===== src/design/nand_host_pkg.sv =====
/*
 * Constants shared by the NAND flash host controller: pin timing, address
 * layout, request op codes and state codes.
 * Assumes a single 250 MHz clock and a device with an x8 or x16 I/O bus.
 */
// Function
// - Commands, addresses and data share one two-way bus, 8 or 16 lines.
// - Command latch enable high makes the strobed value a command.
// - Address latch enable high makes the strobed value an address cycle.
// - Host should keep write protect low through power-up and power-down.
// - Ready/busy is open-drain; host pulls it up and may wire-OR devices.
// - Protect pin high at power-on protects all blocks until unprotected.
// - Full address is four cycles: two column cycles then two row cycles.
// - Byte bus: column 7..0, 11..8 upper low, rows 19..12 and 27..20.
// - Word bus: column 7..0, 10..8, rows 18..11, 26..19; rest driven low.
// - Host clocks no read data until ready/busy has returned to ready.
package nand_host_pkg;

    localparam int CLK_MHZ = 250;

    // Strobe timing in ns and derived cycle counts (least times, round up)
    localparam int T_WE_LOW_NS = 12;
    localparam int T_WE_HIGH_NS = 10;
    localparam int T_RE_LOW_NS = 12;
    localparam int T_RE_HIGH_NS = 10;
    localparam int T_REA_NS = 20;
    // Sync flops, agreement flop and a change landing on an edge
    localparam int SYNC_LAT_CYC = 5;
    localparam int WE_LOW_CYC = (T_WE_LOW_NS * CLK_MHZ + 999) / 1000;
    localparam int WE_HIGH_CYC = (T_WE_HIGH_NS * CLK_MHZ + 999) / 1000;
    localparam int RE_HIGH_CYC = (T_RE_HIGH_NS * CLK_MHZ + 999) / 1000;
    localparam int REA_CYC = (T_REA_NS * CLK_MHZ + 999) / 1000;
    localparam int RE_LOW_MIN_CYC = (T_RE_LOW_NS * CLK_MHZ + 999) / 1000;
    localparam int RE_LOW_CYC = (REA_CYC + SYNC_LAT_CYC > RE_LOW_MIN_CYC) ?
        REA_CYC + SYNC_LAT_CYC : RE_LOW_MIN_CYC;

    localparam logic [7:0] WE_LOW_CNT = 8'(WE_LOW_CYC - 1);
    localparam logic [7:0] WE_HIGH_CNT = 8'(WE_HIGH_CYC - 1);
    localparam logic [7:0] RE_LOW_CNT = 8'(RE_LOW_CYC - 1);
    localparam logic [7:0] RE_HIGH_CNT = 8'(RE_HIGH_CYC - 1);

    // Bus and page geometry
    localparam int IO_W = 16;
    localparam int COL_W = 12;
    localparam int ROW_W = 16;
    localparam int CNT_W = 12;
    localparam int PAGE_MAIN_BYTES = 2048;
    localparam int PAGE_SPARE_BYTES = 64;
    localparam int PAGE_MAIN_WORDS = 1024;
    localparam int PAGE_SPARE_WORDS = 32;
    localparam int PAGES_PER_BLOCK = 64;
    localparam int ADDR_CYCLES = 4;
    localparam logic [1:0] ADDR_LAST = 2'h3;
    localparam int FIFO_DEPTH = 4;

    // Reset values of pin outputs
    localparam logic CE_N_RST = 1'b1;
    localparam logic WP_N_RST = 1'b0;
    localparam logic PROTECT_RST = 1'b0;

    typedef enum logic [2:0] {
        OP_CMD = 3'b000,
        OP_ADDR = 3'b001,
        OP_DIN = 3'b010,
        OP_DOUT = 3'b011,
        OP_WAIT = 3'b100
    } op_t;

    typedef enum logic [2:0] {
        S_IDLE = 3'b000,
        S_WAIT = 3'b001,
        S_WE_LO = 3'b010,
        S_WE_HI = 3'b011,
        S_RE_LO = 3'b100,
        S_RE_HI = 3'b101
    } state_t;

endpackage : nand_host_pkg


===== src/design/pin_sync.sv =====
/*
 * Three-flop synchroniser for pin inputs with an agreement filter.
 * Assumes inputs come from outside the CLK domain.
 */
`timescale 1ns/1ns
module pin_sync #(
    parameter int WIDTH = 1
) (
    input wire logic CLK,
    input wire logic RST_B,
    input wire logic [WIDTH-1:0] PIN,
    input wire logic [WIDTH-1:0] RST_VAL,
    output logic [WIDTH-1:0] LEVEL
);
    logic [WIDTH-1:0] ff1;
    logic [WIDTH-1:0] ff2;
    logic [WIDTH-1:0] ff3;
    logic [WIDTH-1:0] agree;

    assign agree = ~(ff2 ^ ff3);

    always_ff @(posedge CLK) begin
        ff1 <= PIN;
        ff2 <= ff1;
        ff3 <= ff2;
    end

    // A change counts once the second and third flops agree
    always_ff @(posedge CLK) begin
        if (!RST_B) begin
            LEVEL <= RST_VAL;
        end else begin
            LEVEL <= (agree & ff3) | (~agree & LEVEL);
        end
    end
endmodule : pin_sync


===== src/design/word_fifo.sv =====
/*
 * Small flip-flop FIFO with valid/ready on both sides.
 * Assumes DEPTH is a power of two.
 */
`timescale 1ns/1ns
module word_fifo #(
    parameter int WIDTH = 16,
    parameter int DEPTH = 4
) (
    input wire logic CLK,
    input wire logic RST_B,
    input wire logic IN_VALID,
    output logic IN_READY,
    input wire logic [WIDTH-1:0] IN_DATA,
    output logic OUT_VALID,
    input wire logic OUT_READY,
    output logic [WIDTH-1:0] OUT_DATA
);
    localparam int AW = $clog2(DEPTH);

    logic [WIDTH-1:0] mem [DEPTH];
    logic [AW-1:0] wr_ptr;
    logic [AW-1:0] rd_ptr;
    logic [AW:0] count;
    logic push;
    logic pop;

    assign IN_READY = (count != (AW+1)'(DEPTH));
    assign OUT_VALID = (count != '0);
    assign OUT_DATA = mem[rd_ptr];
    assign push = IN_VALID & IN_READY;
    assign pop = OUT_VALID & OUT_READY;

    always_ff @(posedge CLK) begin
        if (push) begin
            mem[wr_ptr] <= IN_DATA;
        end
    end

    always_ff @(posedge CLK) begin
        if (!RST_B) begin
            wr_ptr <= '0;
            rd_ptr <= '0;
            count <= '0;
        end else begin
            wr_ptr <= wr_ptr + AW'(push);
            rd_ptr <= rd_ptr + AW'(pop);
            count <= count + (AW+1)'(push) - (AW+1)'(pop);
        end
    end
endmodule : word_fifo


===== src/design/nand_host.sv =====
/*
 * NAND flash host controller: runs command, address, data-in and data-out
 * requests as strobe sequences on the device pins; wait requests only wait for ready.
 * Assumes an external pull-up on the ready/busy line and the bus resolved
 * from IO_BUS_OUT and IO_BUS_OE_N by the surroundings.
 */
`timescale 1ns/1ns
module nand_host
    import nand_host_pkg::*;
#(
    parameter bit WORD_WIDE = 1'b0
) (
    input wire logic CLK,
    input wire logic RST_B,
    input wire logic REQ_VALID,
    output logic REQ_READY,
    input wire logic [2:0] REQ_OP,
    input wire logic [15:0] REQ_DATA,
    input wire logic [COL_W-1:0] REQ_COL,
    input wire logic [ROW_W-1:0] REQ_ROW,
    input wire logic [CNT_W-1:0] REQ_COUNT,
    output logic RD_VALID,
    input wire logic RD_READY,
    output logic [15:0] RD_DATA,
    input wire logic WRITE_ALLOW,
    input wire logic PROTECT_ALL,
    output logic BUSY,
    output logic CHIP_SELECT_N,
    output logic CMD_LATCH,
    output logic ADDR_LATCH,
    output logic WRITE_STROBE_N,
    output logic READ_STROBE_N,
    output logic WRITE_PROTECT_N,
    output logic WHOLE_CHIP_PROTECT,
    output logic [IO_W-1:0] IO_BUS_OUT,
    output logic IO_BUS_OE_N,
    input wire logic [IO_W-1:0] IO_BUS_IN,
    input wire logic READY_BUSY_N
);
    ////////////////////////////////////////////////////////////////////////
    // Address cycle mapping
    function automatic logic [15:0] addr_word(
        input logic wide,
        input logic [COL_W-1:0] col,
        input logic [ROW_W-1:0] row,
        input logic [1:0] idx
    );
        logic [15:0] w;
        w = 16'h0000;
        case (idx)
            2'h0: w = {8'h00, col[7:0]};
            2'h1: w = wide ? {13'h0000, col[10:8]}
                           : {12'h000, col[11:8]};
            2'h2: w = {8'h00, row[7:0]};
            2'h3: w = {8'h00, row[15:8]};
            default: w = 16'h0000;
        endcase
        return w;
    endfunction : addr_word

    ////////////////////////////////////////////////////////////////////////
    // Pin synchronisers
    logic rb_level;
    logic [IO_W-1:0] io_level;

    pin_sync #(.WIDTH(1)) u_rb_sync (
        .CLK(CLK),
        .RST_B(RST_B),
        .PIN(READY_BUSY_N),
        .RST_VAL(1'b1),
        .LEVEL(rb_level)
    );

    pin_sync #(.WIDTH(IO_W)) u_io_sync (
        .CLK(CLK),
        .RST_B(RST_B),
        .PIN(IO_BUS_IN),
        .RST_VAL(16'h0000),
        .LEVEL(io_level)
    );

    ////////////////////////////////////////////////////////////////////////
    // Read data buffer
    logic fifo_in_valid;
    logic fifo_in_ready;
    logic [15:0] fifo_in_data;
    logic fifo_out_valid;
    logic [15:0] fifo_out_data;

    word_fifo #(.WIDTH(16), .DEPTH(FIFO_DEPTH)) u_rd_fifo (
        .CLK(CLK),
        .RST_B(RST_B),
        .IN_VALID(fifo_in_valid),
        .IN_READY(fifo_in_ready),
        .IN_DATA(fifo_in_data),
        .OUT_VALID(fifo_out_valid),
        .OUT_READY(RD_READY),
        .OUT_DATA(fifo_out_data)
    );

    assign RD_VALID = fifo_out_valid;
    assign RD_DATA = fifo_out_data;

    ////////////////////////////////////////////////////////////////////////
    // Sequencer state
    state_t state;
    state_t next_state;
    logic [2:0] op;
    logic [7:0] timer;
    logic [1:0] addr_idx;
    logic [CNT_W-1:0] remain;
    logic [COL_W-1:0] col;
    logic [ROW_W-1:0] row;
    logic [15:0] wdata;

    logic timer_done;
    logic take_req;
    logic addr_more;
    logic read_more;
    logic [15:0] drive_word;
    logic [15:0] read_word;
    logic [7:0] next_timer;

    assign timer_done = (timer == 8'h00);
    assign take_req = REQ_VALID & REQ_READY;
    assign addr_more = (op == OP_ADDR) && (addr_idx != ADDR_LAST);
    assign read_more = (remain != '0);
    assign drive_word = (op == OP_ADDR) ? addr_word(WORD_WIDE, col, row,
        addr_idx) : wdata;
    // Byte bus ignores upper lanes
    assign read_word = WORD_WIDE ? io_level : {8'h00, io_level[7:0]};
    assign fifo_in_data = read_word;
    // Capture at the end of the read strobe low phase
    assign fifo_in_valid = (state == S_RE_LO) && timer_done;

    always_comb begin
        next_state = state;
        next_timer = timer_done ? 8'h00 : timer - 8'h01;
        case (state)
            S_IDLE: begin
                if (take_req) begin
                    case (REQ_OP)
                        OP_CMD, OP_ADDR, OP_DIN: begin
                            next_state = S_WE_LO;
                            next_timer = WE_LOW_CNT;
                        end
                        OP_DOUT, OP_WAIT: begin
                            next_state = S_WAIT;
                        end
                        default: begin
                            next_state = S_IDLE;
                        end
                    endcase
                end
            end
            S_WAIT: begin
                // Leave only once ready/busy reads ready
                if (rb_level) begin
                    if (op == OP_DOUT && read_more && fifo_in_ready) begin
                        next_state = S_RE_LO;
                        next_timer = RE_LOW_CNT;
                    end else if (op != OP_DOUT || !read_more) begin
                        next_state = S_IDLE;
                    end
                end
            end
            S_WE_LO: begin
                if (timer_done) begin
                    next_state = S_WE_HI;
                    next_timer = WE_HIGH_CNT;
                end
            end
            S_WE_HI: begin
                if (timer_done && addr_more) begin
                    next_state = S_WE_LO;
                    next_timer = WE_LOW_CNT;
                end else if (timer_done) begin
                    next_state = S_IDLE;
                end
            end
            S_RE_LO: begin
                if (timer_done) begin
                    next_state = S_RE_HI;
                    next_timer = RE_HIGH_CNT;
                end
            end
            S_RE_HI: begin
                // Back-pressure from the buffer holds the strobe high
                if (timer_done && !read_more) begin
                    next_state = S_IDLE;
                end else if (timer_done && fifo_in_ready) begin
                    next_state = S_RE_LO;
                    next_timer = RE_LOW_CNT;
                end
            end
            default: begin
                next_state = S_IDLE;
            end
        endcase
    end

    always_ff @(posedge CLK) begin
        if (!RST_B) begin
            state <= S_IDLE;
            timer <= 8'h00;
        end else begin
            state <= next_state;
            timer <= next_timer;
        end
    end

    always_ff @(posedge CLK) begin
        if (!RST_B) begin
            op <= OP_CMD;
            addr_idx <= 2'h0;
            remain <= '0;
            col <= '0;
            row <= '0;
            wdata <= 16'h0000;
        end else if (take_req) begin
            op <= REQ_OP;
            addr_idx <= 2'h0;
            remain <= REQ_COUNT;
            col <= REQ_COL;
            row <= REQ_ROW;
            // Byte bus keeps upper lanes low
            wdata <= WORD_WIDE ? REQ_DATA : {8'h00, REQ_DATA[7:0]};
        end else begin
            if (state == S_WE_HI && timer_done && addr_more) begin
                addr_idx <= addr_idx + 2'h1;
            end
            if (fifo_in_valid) begin
                remain <= remain - CNT_W'(1);
            end
        end
    end

    ////////////////////////////////////////////////////////////////////////
    // Pin outputs, all registered
    logic we_phase;
    logic next_oe_n;

    assign we_phase = (next_state == S_WE_LO) || (next_state == S_WE_HI);
    assign next_oe_n = ~we_phase;

    always_ff @(posedge CLK) begin
        if (!RST_B) begin
            CHIP_SELECT_N <= CE_N_RST;
            CMD_LATCH <= 1'b0;
            ADDR_LATCH <= 1'b0;
            WRITE_STROBE_N <= 1'b1;
            READ_STROBE_N <= 1'b1;
            IO_BUS_OUT <= 16'h0000;
            IO_BUS_OE_N <= 1'b1;
        end else begin
            // Deselect between requests so an idle device can rest
            CHIP_SELECT_N <= (next_state == S_IDLE);
            // Only one latch enable at a time; neither means data
            CMD_LATCH <= we_phase && (take_req ? REQ_OP == OP_CMD
                                               : op == OP_CMD);
            ADDR_LATCH <= we_phase && (take_req ? REQ_OP == OP_ADDR
                                                : op == OP_ADDR);
            // Bus stays steady across the rising strobe edge
            WRITE_STROBE_N <= (next_state != S_WE_LO);
            READ_STROBE_N <= (next_state != S_RE_LO);
            IO_BUS_OUT <= take_req ? 16'h0000 : drive_word;
            IO_BUS_OE_N <= next_oe_n;
        end
    end

    always_ff @(posedge CLK) begin
        if (!RST_B) begin
            REQ_READY <= 1'b0;
            BUSY <= 1'b0;
            WRITE_PROTECT_N <= WP_N_RST;
            WHOLE_CHIP_PROTECT <= PROTECT_RST;
        end else begin
            REQ_READY <= (next_state == S_IDLE) && !take_req;
            BUSY <= ~rb_level;
            // Protect held until software allows writes
            WRITE_PROTECT_N <= WRITE_ALLOW;
            WHOLE_CHIP_PROTECT <= PROTECT_ALL;
        end
    end
endmodule : nand_host


===== config.mk =====
export PLATFORM = sky130hd
export DESIGN_NAME = nand_host
export DESIGN_NICKNAME = d
export VERILOG_FILES = /design/src/design/nand_host_pkg.sv /design/src/design/pin_sync.sv /design/src/design/word_fifo.sv /design/src/design/nand_host.sv
export SDC_FILE = /design/constraint.sdc
export NUM_CORES = 1
export LEC_CHECK = 0
export BUFFER_PORTS_ARGS = -buffer_cell sky130_fd_sc_hd__buf_2
export CAP_MARGIN = 5
export CORE_MARGIN = 2
export CORE_UTILIZATION = 30
export DETAILED_ROUTE_END_ITERATION = 8
export PLACE_DENSITY = 0.47
export SLEW_MARGIN = 5
export SYNTH_ARGS = -nofsm -noshare
export SYNTH_HDL_FRONTEND = slang
export SYNTH_HIERARCHICAL = 1
export SYNTH_SLANG_ARGS = --single-unit

===== constraint.sdc =====
create_clock -name CLK -period 4 [get_ports CLK]
set_input_delay 0.2 -clock CLK [delete_from_list [all_inputs] [get_ports CLK]]
set_output_delay 0.2 -clock CLK [all_outputs]
set_load 0.01 [all_outputs]

* Yosys cells after proc, flatten, opt, wreduce, memory -nomap -nowiden *
Memory sizes are Yosys's and may differ from the RTL's. A register that Yosys moved wholly into a read port is not among the register bits.
Cells that the tools add are included.
Widths: inputs -> output; s select.

storage, ports and cells
  bits in read-only memories = 0
  memory bits (writable) = 32
  memories = 1
  output and inout port bits = 43
  logic and storage cells = 139
  bits in latches = 0
  register bits = 165

operators by class
  shifts and indexed selects = 0
  div/mod/pow operators = 0
  reduce and logical (&&, ||, !) cells = 30
  add/sub/neg operators = 7
  equality and inequality tests = 21
  magnitude comparators = 0
  mux-type cells = 31
  multiply operators = 0
  bitwise logic cells = 18

memories
  name           words  bits a word  read ports  clocked after Yosys merged registers in  wr ports  RTL line         text
  u_rd_fifo.mem  4      8            1           1                                        1         word_fifo.sv:21  logic [WIDTH-1:0] mem [DEPTH];

operator list
  operator               count
  $mux 8                 10
  $pmux 16 s4            1
  $pmux 8 s5             1
  $and 16x16->16         2
  $not 16->16            2
  $mux 3                 10
  $mux 12                2
  $eq 3x2->1 const B     7
  $pmux 3 s6             1
  $or 16x16->16          1
  $xor 16x16->16         1
  $logic_and 1x1->1      12
  $logic_not 3->1        4
  $reduce_bool 12->1     1
  $sub 12x1->12 const B  1
  $eq 3x1->1 const B     3
  $eq 3x3->1 const B     3
  $logic_not 8->1        1
  $sub 8x1->8 const B    1
  $ne 3x2->1 const B     2
  $ne 3x3->1 const B     2
  $reduce_or 2->1        3
  $reduce_or 3->1        2
  $and 1x1->1            5
  other kinds (18)       29

* Depth between registers and ports, before layout *
Gate-level depths: netlist of the first run.

  word-level depth = 10
  mapped depth = 13

* By module *
The synthesis of the first run kept the hierarchy.

modules (own cells, without submodules)
  module                instances  seq. area each (µm²)  cells each  area an instance (µm²)
  nand_host             1          1641.6                457         3656.0
  word_fifo             1          2062.0                119         2685.1
  pin_sync (u_io_sync)  1          1441.4                149         1895.6
  pin_sync (u_rb_sync)  1          90.1                  9           116.4

* Worst setup path after synthesis of the first run *
Ideal clock, no wire load.

  path type = flip-flop to flip-flop
  from = reg timer[0]
  to = mem u_rd_fifo/mem[1][0] (netlist bit) (enable)
  slack = 0.974 ns
  stages on the path, launching flop included = 8
  path buffers = 1
  period minus slack after synthesis = 3.026 ns
  data arrival time = 2.613 ns
  cells stage by stage = dfxtp_1 > inv_1 > ha_1 > nor3b_2 > and3_1 > clkbuf_1 > nand2_4 > nor3b_1

on the way
  longest elaborated chain between the ends = 5

RTL lines
  item                          RTL line          text
  start: declaration            nand_host.sv:109  logic [7:0] timer;
  start signal: assignment      nand_host.sv:208  timer <= next_timer;
  $logic_not 8->1               nand_host.sv:124  assign timer_done = (timer == 8'h00);
  $logic_and 1x1->1             nand_host.sv:134  assign fifo_in_valid = (state == S_RE_LO) && timer_done;
  via fifo_in_valid             nand_host.sv:84   logic fifo_in_valid;
  $and 1x1->1                   word_fifo.sv:31   assign push = IN_VALID & IN_READY;
  $mux 1                        word_fifo.sv:35   if (push) begin
  $mux 1 (not written as such)  word_fifo.sv:36   mem[wr_ptr] <= IN_DATA;
  end: declaration              word_fifo.sv:21

The timed path passes the listed nets, and every way through them passes these cells.

* Worst setup path in the final report of the first run *
  from = reg timer[0]
  to = reg u_rd_fifo.count[2]

on the way
  longest elaborated chain between the ends = 5

RTL lines
  item                    RTL line          text
  $logic_not 8->1         nand_host.sv:124
  $logic_and 1x1->1       nand_host.sv:134
  $and 1x1->1             word_fifo.sv:31
  $add 3x1->3             word_fifo.sv:48   count <= count + (AW+1)'(push) - (AW+1)'(pop);
  $sub 3x1->3             word_fifo.sv:48
  end signal: assignment  word_fifo.sv:48
  end: declaration        word_fifo.sv:24   logic [AW:0] count;

No other way between the ends.
A chain may end at the register's enable or synchronous reset.

==> results.sh, run 1 <==
export IMPL_die_w_um=161
export IMPL_fin_tns_setup_ns=0
export IMPL_wire_per_inst_um=13.4
export IMPL_startpoint_type="register"
export IMPL_power_leakage_nw=3.50
export IMPL_ir_worst_vdd_mv=0.186
export IMPL_clock_root_buffer="clkbuf_16"
export IMPL_status="finished, final reports clean"
export IMPL_clk_latency_ns=0.43
export IMPL_synth_cells=662
export IMPL_drtIter0Drc=233
export IMPL_coreArea_um2=24300
export IMPL_num_rows=57
export IMPL_p_int_mw=3.40
export IMPL_cp_num_buf_inv=2
export IMPL_cp_required_ns=4.32
export IMPL_ant_nets=0
export IMPL_die_area_um2=26000
export IMPL_design_area_um2=9300
export IMPL_remaining_drc_errors=0
export IMPL_drt_pass1_iterations=5
export IMPL_swShare_pct=29.2
export IMPL_cp_common_cell="xnor2_1"
export IMPL_skew_ns=0.0151
export IMPL_cts_sinks=189
export IMPL_die_y_um=161
export IMPL_cts_tree="done"
export IMPL_met3_wirelength_um=765
export IMPL_finalSetupViolCount=0
export IMPL_grt_pass1_wl_um=25000
export IMPL_vias=5119
export IMPL_layout_drive_gt1_share_pct=21.0
export IMPL_crit_path_end_kind="register"
export IMPL_p_comb_share_pct=18.7
export IMPL_antenna_found_initial=0
export IMPL_cts_htree_levels=4
export IMPL_reg2reg_from="timer[0]"
export IMPL_dp_hpwl_um=10700
export IMPL_ys_warnings_count=6
export IMPL_switchingPower_mw=1.40
export IMPL_cpLargestDelayFamily="simple AND/OR/NAND/NOR gates"
export IMPL_crit_slowest_cell="nor3b_2"
export IMPL_rrSetupSlack_ns=1.23
export IMPL_grtUsageTotal_pct=12.3
export IMPL_period_needed_ns=2.77
export IMPL_worstPathCellList="inv_1 > ha_1 > nor3b_2 > and3_1 > nand2_4 > inv_4 > xnor2_1 > ha_1 > fa_1 > xnor2_1 > xnor2_1 > and2_1"
export IMPL_clock_fmax_ghz=0.361
export IMPL_arrival_ns=3.09
export IMPL_wirelength_um=15700
export IMPL_cts_clk_slew_worst_paths_ns=0.07
export IMPL_cts_buffers=17
export IMPL_rsz0062_at_grt="false"
export IMPL_ff2ff_path_depth=12
export IMPL_period_share_pct=69.3
export IMPL_pin_count=125
export IMPL_cp_max_fo=8
export IMPL_grt_max_degree=54
export IMPL_grt_overflow=0
export IMPL_min_to="wdata[6]"
export IMPL_hp_class="in2reg"
export IMPL_grt_pass1_vias=4886
export IMPL_hp_start="REQ_DATA[6]"
export IMPL_viasPerCell=4.38
export IMPL_hold_violations=0
export IMPL_critPathKind="reg2reg"
export IMPL_area_delta_synth_final_pct=25.4
export IMPL_io_buffers=100
export IMPL_cts_path_max_buffers=2
export IMPL_powerDensity_nw_per_um2=516
export IMPL_hold_slack_ns=0.0294
export IMPL_wl_met2_um=7470
export IMPL_drv_slew=0
export IMPL_hold_depth=3
export IMPL_syn_cell_area_um2=7420
export IMPL_p_total_mw=4.80
export IMPL_fin_nets=922
export IMPL_highest_layer="met4"
export IMPL_crit_path_max_incr_delay_ns=0.47
export IMPL_seqPwrFrac_pct=47.4
export IMPL_r2r_end="u_rd_fifo/count[2]"
export IMPL_pwr_share_clk_pct=33.9
export IMPL_placed_area_um2=8360
export IMPL_synth_area_per_cell_um2=11.2
export IMPL_tightest_slew_ns=0.903
export IMPL_cap_violations=0
export IMPL_slew_headroom_pct=39.8
export IMPL_wl_met1_um=7330
export IMPL_cts_setup_buffers=0
export IMPL_place_congestion=0.742
export IMPL_start_util_pct=30.5
-- through the flow --
step / util, % / setup slack [ns] / instances
after floorplan: - / 0.974 / 709
after global placement: 34.4 / 1.23 / 1098
after detailed placement: 34.4 / 1.22 / 1098
after CTS: 38.2 / 1.20 / 1167
after global routing: 38.2 / 0.970 / 1167
final: 38.3 / 1.23 / 1168
-- layout make-up --
type	instances	area, µm²
Clock buffer	17	425
Clock inverter	15	148
Multi-Input combinational cell	455	2790
Antenna cell	1	2.50
Tap cell	324	405
Fill cell	2394	15000
Timing Repair Buffer	146	938
Sequential cell	189	4510
Inverter	21	81.3
-- metal layers --
| metal | up-vias | GRT usage (%) |
|---|---|---|
| met5 | - | 0 |
| met4 | 0 | 3.45 |
| met3 | 7 | 3.62 |
| met2 | 109 | 20.6 |
| met1 | 2403 | 15.5 |
| li1 | 2600 | - |
-- flip-flops by register name (all words and copies together), names as in the netlist, 8 cells and up, named ones only --
name / flops
IO_BUS_OUT: 8
col: 12
remain: 12
row: 16
timer: 8
u_io_sync/ff1: 8
u_io_sync/ff2: 8
u_io_sync/ff3: 8
u_rd_fifo/mem: 64
wdata: 8
-- cell usage in the layout, fill, tap and decap left out, types with 19 or more instances in the layout --
cell and n:
edfxtp_1 73, inv_1 19, o21ai_0 31, dfxtp_1 116, xnor2_1 19, nor2_1 19
dlygate4sd3_1 37, conb_1 49, a21oi_1 63, nand2_1 122, buf_2 100
-- how the worst max path moves through the flow --
stage                     startpoint                   to  cells past startpoint  slack [ns]
final                       timer[0]   u_rd_fifo/count[2]                     12        1.23
after global routing        timer[0]   u_rd_fifo/count[2]                     12        0.97
after CTS                   timer[0]   u_rd_fifo/count[2]                     12        1.20
after global placement      timer[0]   u_rd_fifo/count[2]                     12        1.23
after floorplan             timer[0]  u_rd_fifo/mem[1][0]                      7        0.97
after detailed placement    timer[0]   u_rd_fifo/count[2]                     12        1.22
-- repair_timing --
| action | 4_1_cts | 5_1_grt |
|---|---|---|
| gates resized for setup | 0 | 0 |
| hold buffers | 37 | 0 |
| hold endpoints to repair | 37 | 0 |
-- worst min-delay path: cells and delay by family --
kind                   cells  cell delay, ns
buffers and inverters      1            0.10
AO/OA/AOI/OAI              1            0.05
AND/OR/NAND/NOR            1            0.05
-- power groups by stage --
| stage | Clock (mW) | Sequential, mW | Combinational, mW |
|---|---|---|---|
| floorplan | 0 | 2.27 | 0.696 |
| global placement | 0 | 2.32 | 0.877 |
| detailed placement | 0 | 2.32 | 0.879 |
| CTS | 1.69 | 2.28 | 0.909 |
| global route | 1.75 | 2.30 | 1.01 |
| finish | 1.63 | 2.28 | 0.896 |
No activity file was read; power rests on OpenSTA's default activity.
==> run 2: changes to the inputs <==
--- a/config.mk
+++ b/config.mk
@@ -5,12 +5,13 @@
 export SDC_FILE = /design/constraint.sdc
 export NUM_CORES = 1
 export LEC_CHECK = 0
+export ABC_AREA = 1
 export BUFFER_PORTS_ARGS = -buffer_cell sky130_fd_sc_hd__buf_2
 export CAP_MARGIN = 5
 export CORE_MARGIN = 2
 export CORE_UTILIZATION = 30
 export DETAILED_ROUTE_END_ITERATION = 8
-export PLACE_DENSITY = 0.47
+export PLACE_DENSITY = 0.49
 export SLEW_MARGIN = 5
 export SYNTH_ARGS = -nofsm -noshare
 export SYNTH_HDL_FRONTEND = slang
==> constraint.sdc (replaced) <==
create_clock -name CLK -period 2.4 [get_ports CLK]
set_input_delay 0.12 -clock CLK [delete_from_list [all_inputs] [get_ports CLK]]
set_output_delay 0.12 -clock CLK [all_outputs]
set_load 0.01 [all_outputs]
==> run 2 against run 1 <==
  * Combinational power rose by 140%
  * Global-route usage up 0.69 points
  * Flip-flop and latch count is the same
  * Critical path depth increased by 2
  * Via count grew 18%
  * Fmax is 31% higher
  * Clock skew is 0.0011 ns higher
  * Final cell count grew 20%
  * Clock power is 74% higher
  * Worst setup slack worse by 0.94 ns
  * Clock-buffer cell count stayed put
  * Synthesized cell count increased by 29%
  * Largest power group unchanged
==> results.sh, run 2 <==
export IMPL_finalSetupViolCount=0
export IMPL_pre_cts_ws_ns=0.280
export IMPL_grt_pass1_wl_um=29100
export IMPL_worst_slack_ns=0.286
export IMPL_wire_per_inst_um=12.7
export IMPL_pwr_share_clk_pct=32.2
export IMPL_regMostFlops="u_rd_fifo/mem"
export IMPL_viasPerCell=4.31
export IMPL_cp_num_buf_inv=1
export IMPL_synth_area_per_cell_um2=9.30
export IMPL_layout_commonest_cell="nand2_1"
export IMPL_dp_hpwl_um=12200
export IMPL_cp_required_ns=2.76
export IMPL_wirelength_um=17700
export IMPL_place_congestion=0.799
export IMPL_multi_input_area_um2=3010
export IMPL_clock_root_buffer="clkbuf_16"
export IMPL_num_rows=59
export IMPL_layout_common_cells="127 x nand2_1, 121 x nor2_1, 116 x dfxtp_1"
export IMPL_powerDensity_nw_per_um2=879
export IMPL_cp_max_fo=6
export IMPL_highest_layer="met4"
export IMPL_tightest_slew_ns=0.588
export IMPL_seqPwrFrac_pct=43.1
export IMPL_period_share_pct=88.1
export IMPL_pin_count=125
export IMPL_diodes=0
export IMPL_cts_setup_buffers=0
export IMPL_syn_cell_area_um2=7960
export IMPL_wl_met2_um=8440
export IMPL_cts_hold_buf=54
export IMPL_critPathKind="reg2reg"
export IMPL_startpoint_type="register"
export IMPL_synth_cells=856
export IMPL_hold_violations=0
export IMPL_die_y_um=167
export IMPL_cpLargestDelayFamily="simple AND/OR/NAND/NOR gates"
export IMPL_skew_ns=0.0162
export IMPL_swShare_pct=32.9
export IMPL_cts_buffers=17
export IMPL_drv_slew=0
export IMPL_p_comb_share_pct=24.8
export IMPL_crit_path_max_incr_delay_ns=0.41
export IMPL_hold_slack_ns=0.0106
export IMPL_design_area_um2=10000
export IMPL_crit_path_end_kind="register"
export IMPL_met3_wirelength_um=588
export IMPL_layout_drive_gt1_share_pct=21.5
export IMPL_area_delta_synth_final_pct=26.2
export IMPL_grt_max_degree=48
export IMPL_cts_clk_slew_worst_paths_ns=0.08
export IMPL_regArea_um2=4510
export IMPL_placed_area_um2=8910
export IMPL_slew_headroom_pct=60.8
export IMPL_power_leakage_nw=4.27
export IMPL_antenna_found_initial=0
export IMPL_grtUsageTotal_pct=13.0
export IMPL_ir_worst_vdd_mv=0.429
export IMPL_ant_nets=0
export IMPL_cts_repair_resized=0
export IMPL_grt_overflow=0
export IMPL_vias=6017
export IMPL_die_area_um2=27900
export IMPL_crit_slowest_cell="fa_1"
export IMPL_arrival_ns=2.48
export IMPL_hp_class="in2reg"
export IMPL_cts_htree_levels=4
export IMPL_fin_tns_setup_ns=0
export IMPL_status="finished, final reports clean"
export IMPL_cts_path_max_buffers=2
export IMPL_p_total_mw=8.83
export IMPL_cts_tree="done"
export IMPL_cts_sinks=189
export IMPL_remaining_drc_errors=0
export IMPL_period_needed_ns=2.11
export IMPL_wl_met1_um=8460
export IMPL_drtIter0Drc=246
export IMPL_cap_violations=0
export IMPL_grt_pass1_vias=5739
export IMPL_die_w_um=167
export IMPL_worstPathCellList="inv_1 > ha_1 > nand2_2 > nor2_4 > nand2_4 > nor2_4 > nand2_4 > nand3_2 > nand2_1 > ha_1 > fa_1 > nand2_1 > nand2_1 > nor2_1"
export IMPL_rsz0062_at_grt="false"
export IMPL_ys_warnings_count=6
export IMPL_fin_nets=1141
export IMPL_top_regs="u_rd_fifo/mem x64, row x16"
export IMPL_drt_pass1_iterations=6
export IMPL_io_buffers=100
export IMPL_clk_latency_ns=0.43
export IMPL_fillers=2626
export IMPL_switchingPower_mw=2.90
export IMPL_clock_fmax_ghz=0.473
export IMPL_p_int_mw=5.93
export IMPL_largest_reg_flops=64
export IMPL_cp_common_cell="nand2_1"
export IMPL_coreArea_um2=26100
export IMPL_start_util_pct=30.6
==> run 2: cell type report <==
cell class	instances	area share, %
clock buffers	17	4.23
multi-input cells	583	29.9
clock inverters	15	1.69
repair buffers	171	11.8
well taps	335	4.17
flip-flops and latches	189	44.9
inverters	87	3.30
==> run 2: through the flow <==
step | std cells | utilization, %
5_1_grt | 1397 | 38.6
3_3_place_gp | 1311 | 34.2
3_5_place_dp | 1311 | 34.2
6_report | 1397 | 38.6
2_1_floorplan | 903 | -
4_1_cts | 1397 | 38.6
==> run 2: power by group through the flow <==
stage	combinational, mW	clock (mW)	sequential (mW)
2_1_floorplan	1.69	0	3.84
3_3_place_gp	2.13	0	3.87
4_1_cts	2.22	2.94	3.80
6_report	2.19	2.84	3.80
3_5_place_dp	2.14	0	3.88
5_1_grt	2.50	3.05	3.84
==> run 2: worst paths after layout <==
kind                     from  depth (start not counted)                  to  slack [ns]
max                  timer[0]                         14  u_rd_fifo/count[2]        0.29
min              REQ_COUNT[0]                          3           remain[0]        0.01
max reg2reg          timer[0]                         14  u_rd_fifo/count[2]        0.29
min reg2reg  u_io_sync/ff1[1]                          0    u_io_sync/ff2[1]        0.33
==> run 2: worst register-to-register path, cell delays in order (launching register included) <==
cell	delay, ns
dfxtp_1	0.31
inv_1	0.09
ha_1	0.19
nand2_2	0.07
nor2_4	0.14
nand2_4	0.09
nor2_4	0.12
nand2_4	0.09
nand3_2	0.09
nand2_1	0.05
ha_1	0.19
fa_1	0.41
nand2_1	0.08
nand2_1	0.04
nor2_1	0.09
==> run 2: routing by layer <==
layer  vias up  global-route usage [%]
met5         -                       0
met3        19                    2.88
met2        98                    22.0
met1      2733                    16.5
li1       3167                       -
met4         0                    4.05
==> run 3: changes to the inputs <==
==> constraint.sdc (replaced) <==
create_clock -name CLK -period 2.4 [get_ports CLK]
set_input_delay 0 -clock CLK [delete_from_list [all_inputs] [get_ports CLK]]
set_output_delay 0 -clock CLK [all_outputs]
set_load 0.01 [all_outputs]
==> run 3 against run 2 <==
  * First-iteration DRC count decreased by 9.3%
  * Final cell count increased by 0.64%
  * Critical path type unchanged
  * Highest routed layer unchanged
  * Final area increased by 1.0%
==> results.sh, run 3 (synthesis results as in run 2) <==
export IMPL_status="finished, final reports clean"
export IMPL_grtUsageTotal_pct=13.0
export IMPL_io_buffers=100
export IMPL_crit_slowest_cell="fa_1"
export IMPL_drv_slew=0
export IMPL_largest_reg_flops=64
export IMPL_start_util_pct=30.6
export IMPL_pin_count=125
export IMPL_crit_path_max_incr_delay_ns=0.40
export IMPL_cts_path_max_buffers=2
export IMPL_critPathKind="reg2reg"
export IMPL_remaining_drc_errors=0
export IMPL_diodes=0
export IMPL_startpoint_type="register"
export IMPL_cap_violations=0
export IMPL_rsz0062_at_grt="false"
export IMPL_antenna_found_initial=0
export IMPL_die_w_um=167
export IMPL_cts_buffers=17
export IMPL_worst_slack_ns=0.275
export IMPL_hold_violations=0
export IMPL_fin_nets=1150
export IMPL_layout_commonest_cell="nand2_1"
export IMPL_arrival_ns=2.48
export IMPL_die_y_um=167
export IMPL_ant_nets=0
export IMPL_crit_path_end_kind="register"
export IMPL_layout_common_cells="127 x nand2_1, 121 x nor2_1, 116 x dfxtp_1"
export IMPL_hp_class="in2reg"
export IMPL_area_delta_synth_final_pct=27.5
export IMPL_cts_setup_buffers=0
export IMPL_layout_drive_gt1_share_pct=21.1
export IMPL_worstPathCellList="inv_1 > ha_1 > nand2_2 > nor2_4 > nand2_4 > nor2_4 > nand2_4 > nand3_2 > nand2_1 > ha_1 > fa_1 > nand2_1 > nand2_1 > nor2_1"
export IMPL_period_needed_ns=2.12
export IMPL_viasPerCell=4.33
export IMPL_period_share_pct=88.5
export IMPL_vias=6085
export IMPL_cts_clk_slew_worst_paths_ns=0.07
export IMPL_clock_root_buffer="clkbuf_16"
export IMPL_slew_headroom_pct=62.4
export IMPL_wire_per_inst_um=12.5
export IMPL_cp_max_fo=6
export IMPL_grt_pass1_vias=5947
export IMPL_grt_max_degree=46
export IMPL_num_rows=59
export IMPL_power_leakage_nw=4.33
export IMPL_cts_hold_buf=62
export IMPL_cp_required_ns=2.76
export IMPL_die_area_um2=27900
export IMPL_tightest_slew_ns=0.564
export IMPL_clock_fmax_ghz=0.471
export IMPL_finalSetupViolCount=0
export IMPL_coreArea_um2=26100
export IMPL_powerDensity_nw_per_um2=880
export IMPL_cts_tree="done"
export IMPL_dp_hpwl_um=12100
export IMPL_cts_repair_resized=0
export IMPL_cpLargestDelayFamily="simple AND/OR/NAND/NOR gates"
export IMPL_clk_latency_ns=0.43
export IMPL_grt_pass1_wl_um=29200
export IMPL_cp_common_cell="nand2_1"
export IMPL_drtIter0Drc=223
export IMPL_cts_htree_levels=4
export IMPL_cp_num_buf_inv=1
export IMPL_grt_overflow=0
export IMPL_place_congestion=0.822
export IMPL_ir_worst_vdd_mv=0.462
export IMPL_wirelength_um=17600
export IMPL_hold_slack_ns=0.0153
export IMPL_drt_pass1_iterations=4
export IMPL_cts_sinks=189
export IMPL_regMostFlops="u_rd_fifo/mem"
export IMPL_top_regs="u_rd_fifo/mem x64, row x16"
export IMPL_skew_ns=0.0134
export IMPL_pre_cts_ws_ns=0.267
[run 3: changes by cell type in the layout (fill, tap and decap cells not counted), moves of 2 or more]
cell | before | now
clkinvlp_2 | 2 | 0
dlygate4sd3_1 | 54 | 62
clkbuf_1 | 0 | 2
clkinvlp_4 | 2 | 0
inv_8 | 5 | 3
[run 3: routing by layer]
metal / track usage (%) / share of wire [%] / up-vias
met5: 0 / 0 / -
met4: 4.76 / 1.7 / 0
met3: 3.02 / 4.1 / 17
met2: 21.5 / 47 / 121
met1: 16.5 / 47 / 2766
li1: - / - / 3181
[run 3: power breakdown]
part,total (mW),switching [mW],leakage [nW],internal [mW]
Sequential,3.80,0.200,1.63,3.60
Combinational,2.21,1.35,2.40,0.861
Clock,2.92,1.29,0.304,1.63
Total,8.93,2.84,4.33,6.10
[run 3: final cells by class]
| type | count | area [µm²] |
|---|---|---|
| clock buffer | 20 | 458 |
| multi-input combinational | 583 | 3010 |
| sequential | 189 | 4510 |
| clock inverter | 12 | 154 |
| tap | 335 | 419 |
| timing repair buffer | 180 | 1270 |
| inverter | 87 | 332 |
| fill | 2596 | 15900 |
[run 3: worst paths after layout]
| path | start | end | slack [ns] | depth (start not counted) |
|---|---|---|---|---|
| setup reg to reg | timer[0] | u_rd_fifo/count[2] | 0.28 | 14 |
| setup / recovery | timer[0] | u_rd_fifo/count[2] | 0.28 | 14 |
| hold reg to reg | u_rb_sync/ff1 | u_rb_sync/ff2 | 0.33 | 0 |
| hold / removal | REQ_COUNT[5] | remain[5] | 0.02 | 5 |
[run 3: through the flow]
stage	cells	total power, mW	util [%]	setup TNS, ns	area, µm²
global placement	1312	6.03	34.2	0	8920
finish	1406	8.93	39.0	0	10200
CTS	1406	9.06	39.0	0	10200
detailed placement	1312	6.03	34.2	0	8920
floorplan	903	5.54	-	-14.28	8140
global route	1406	9.46	39.0	0	10200
[run 3: tightest hold or removal path: stages]
cell and delay, ns:
buf_2 0.08, o21ai_0 0.09, o22ai_1 0.14, nand2_1 0.06, inv_1 0.04
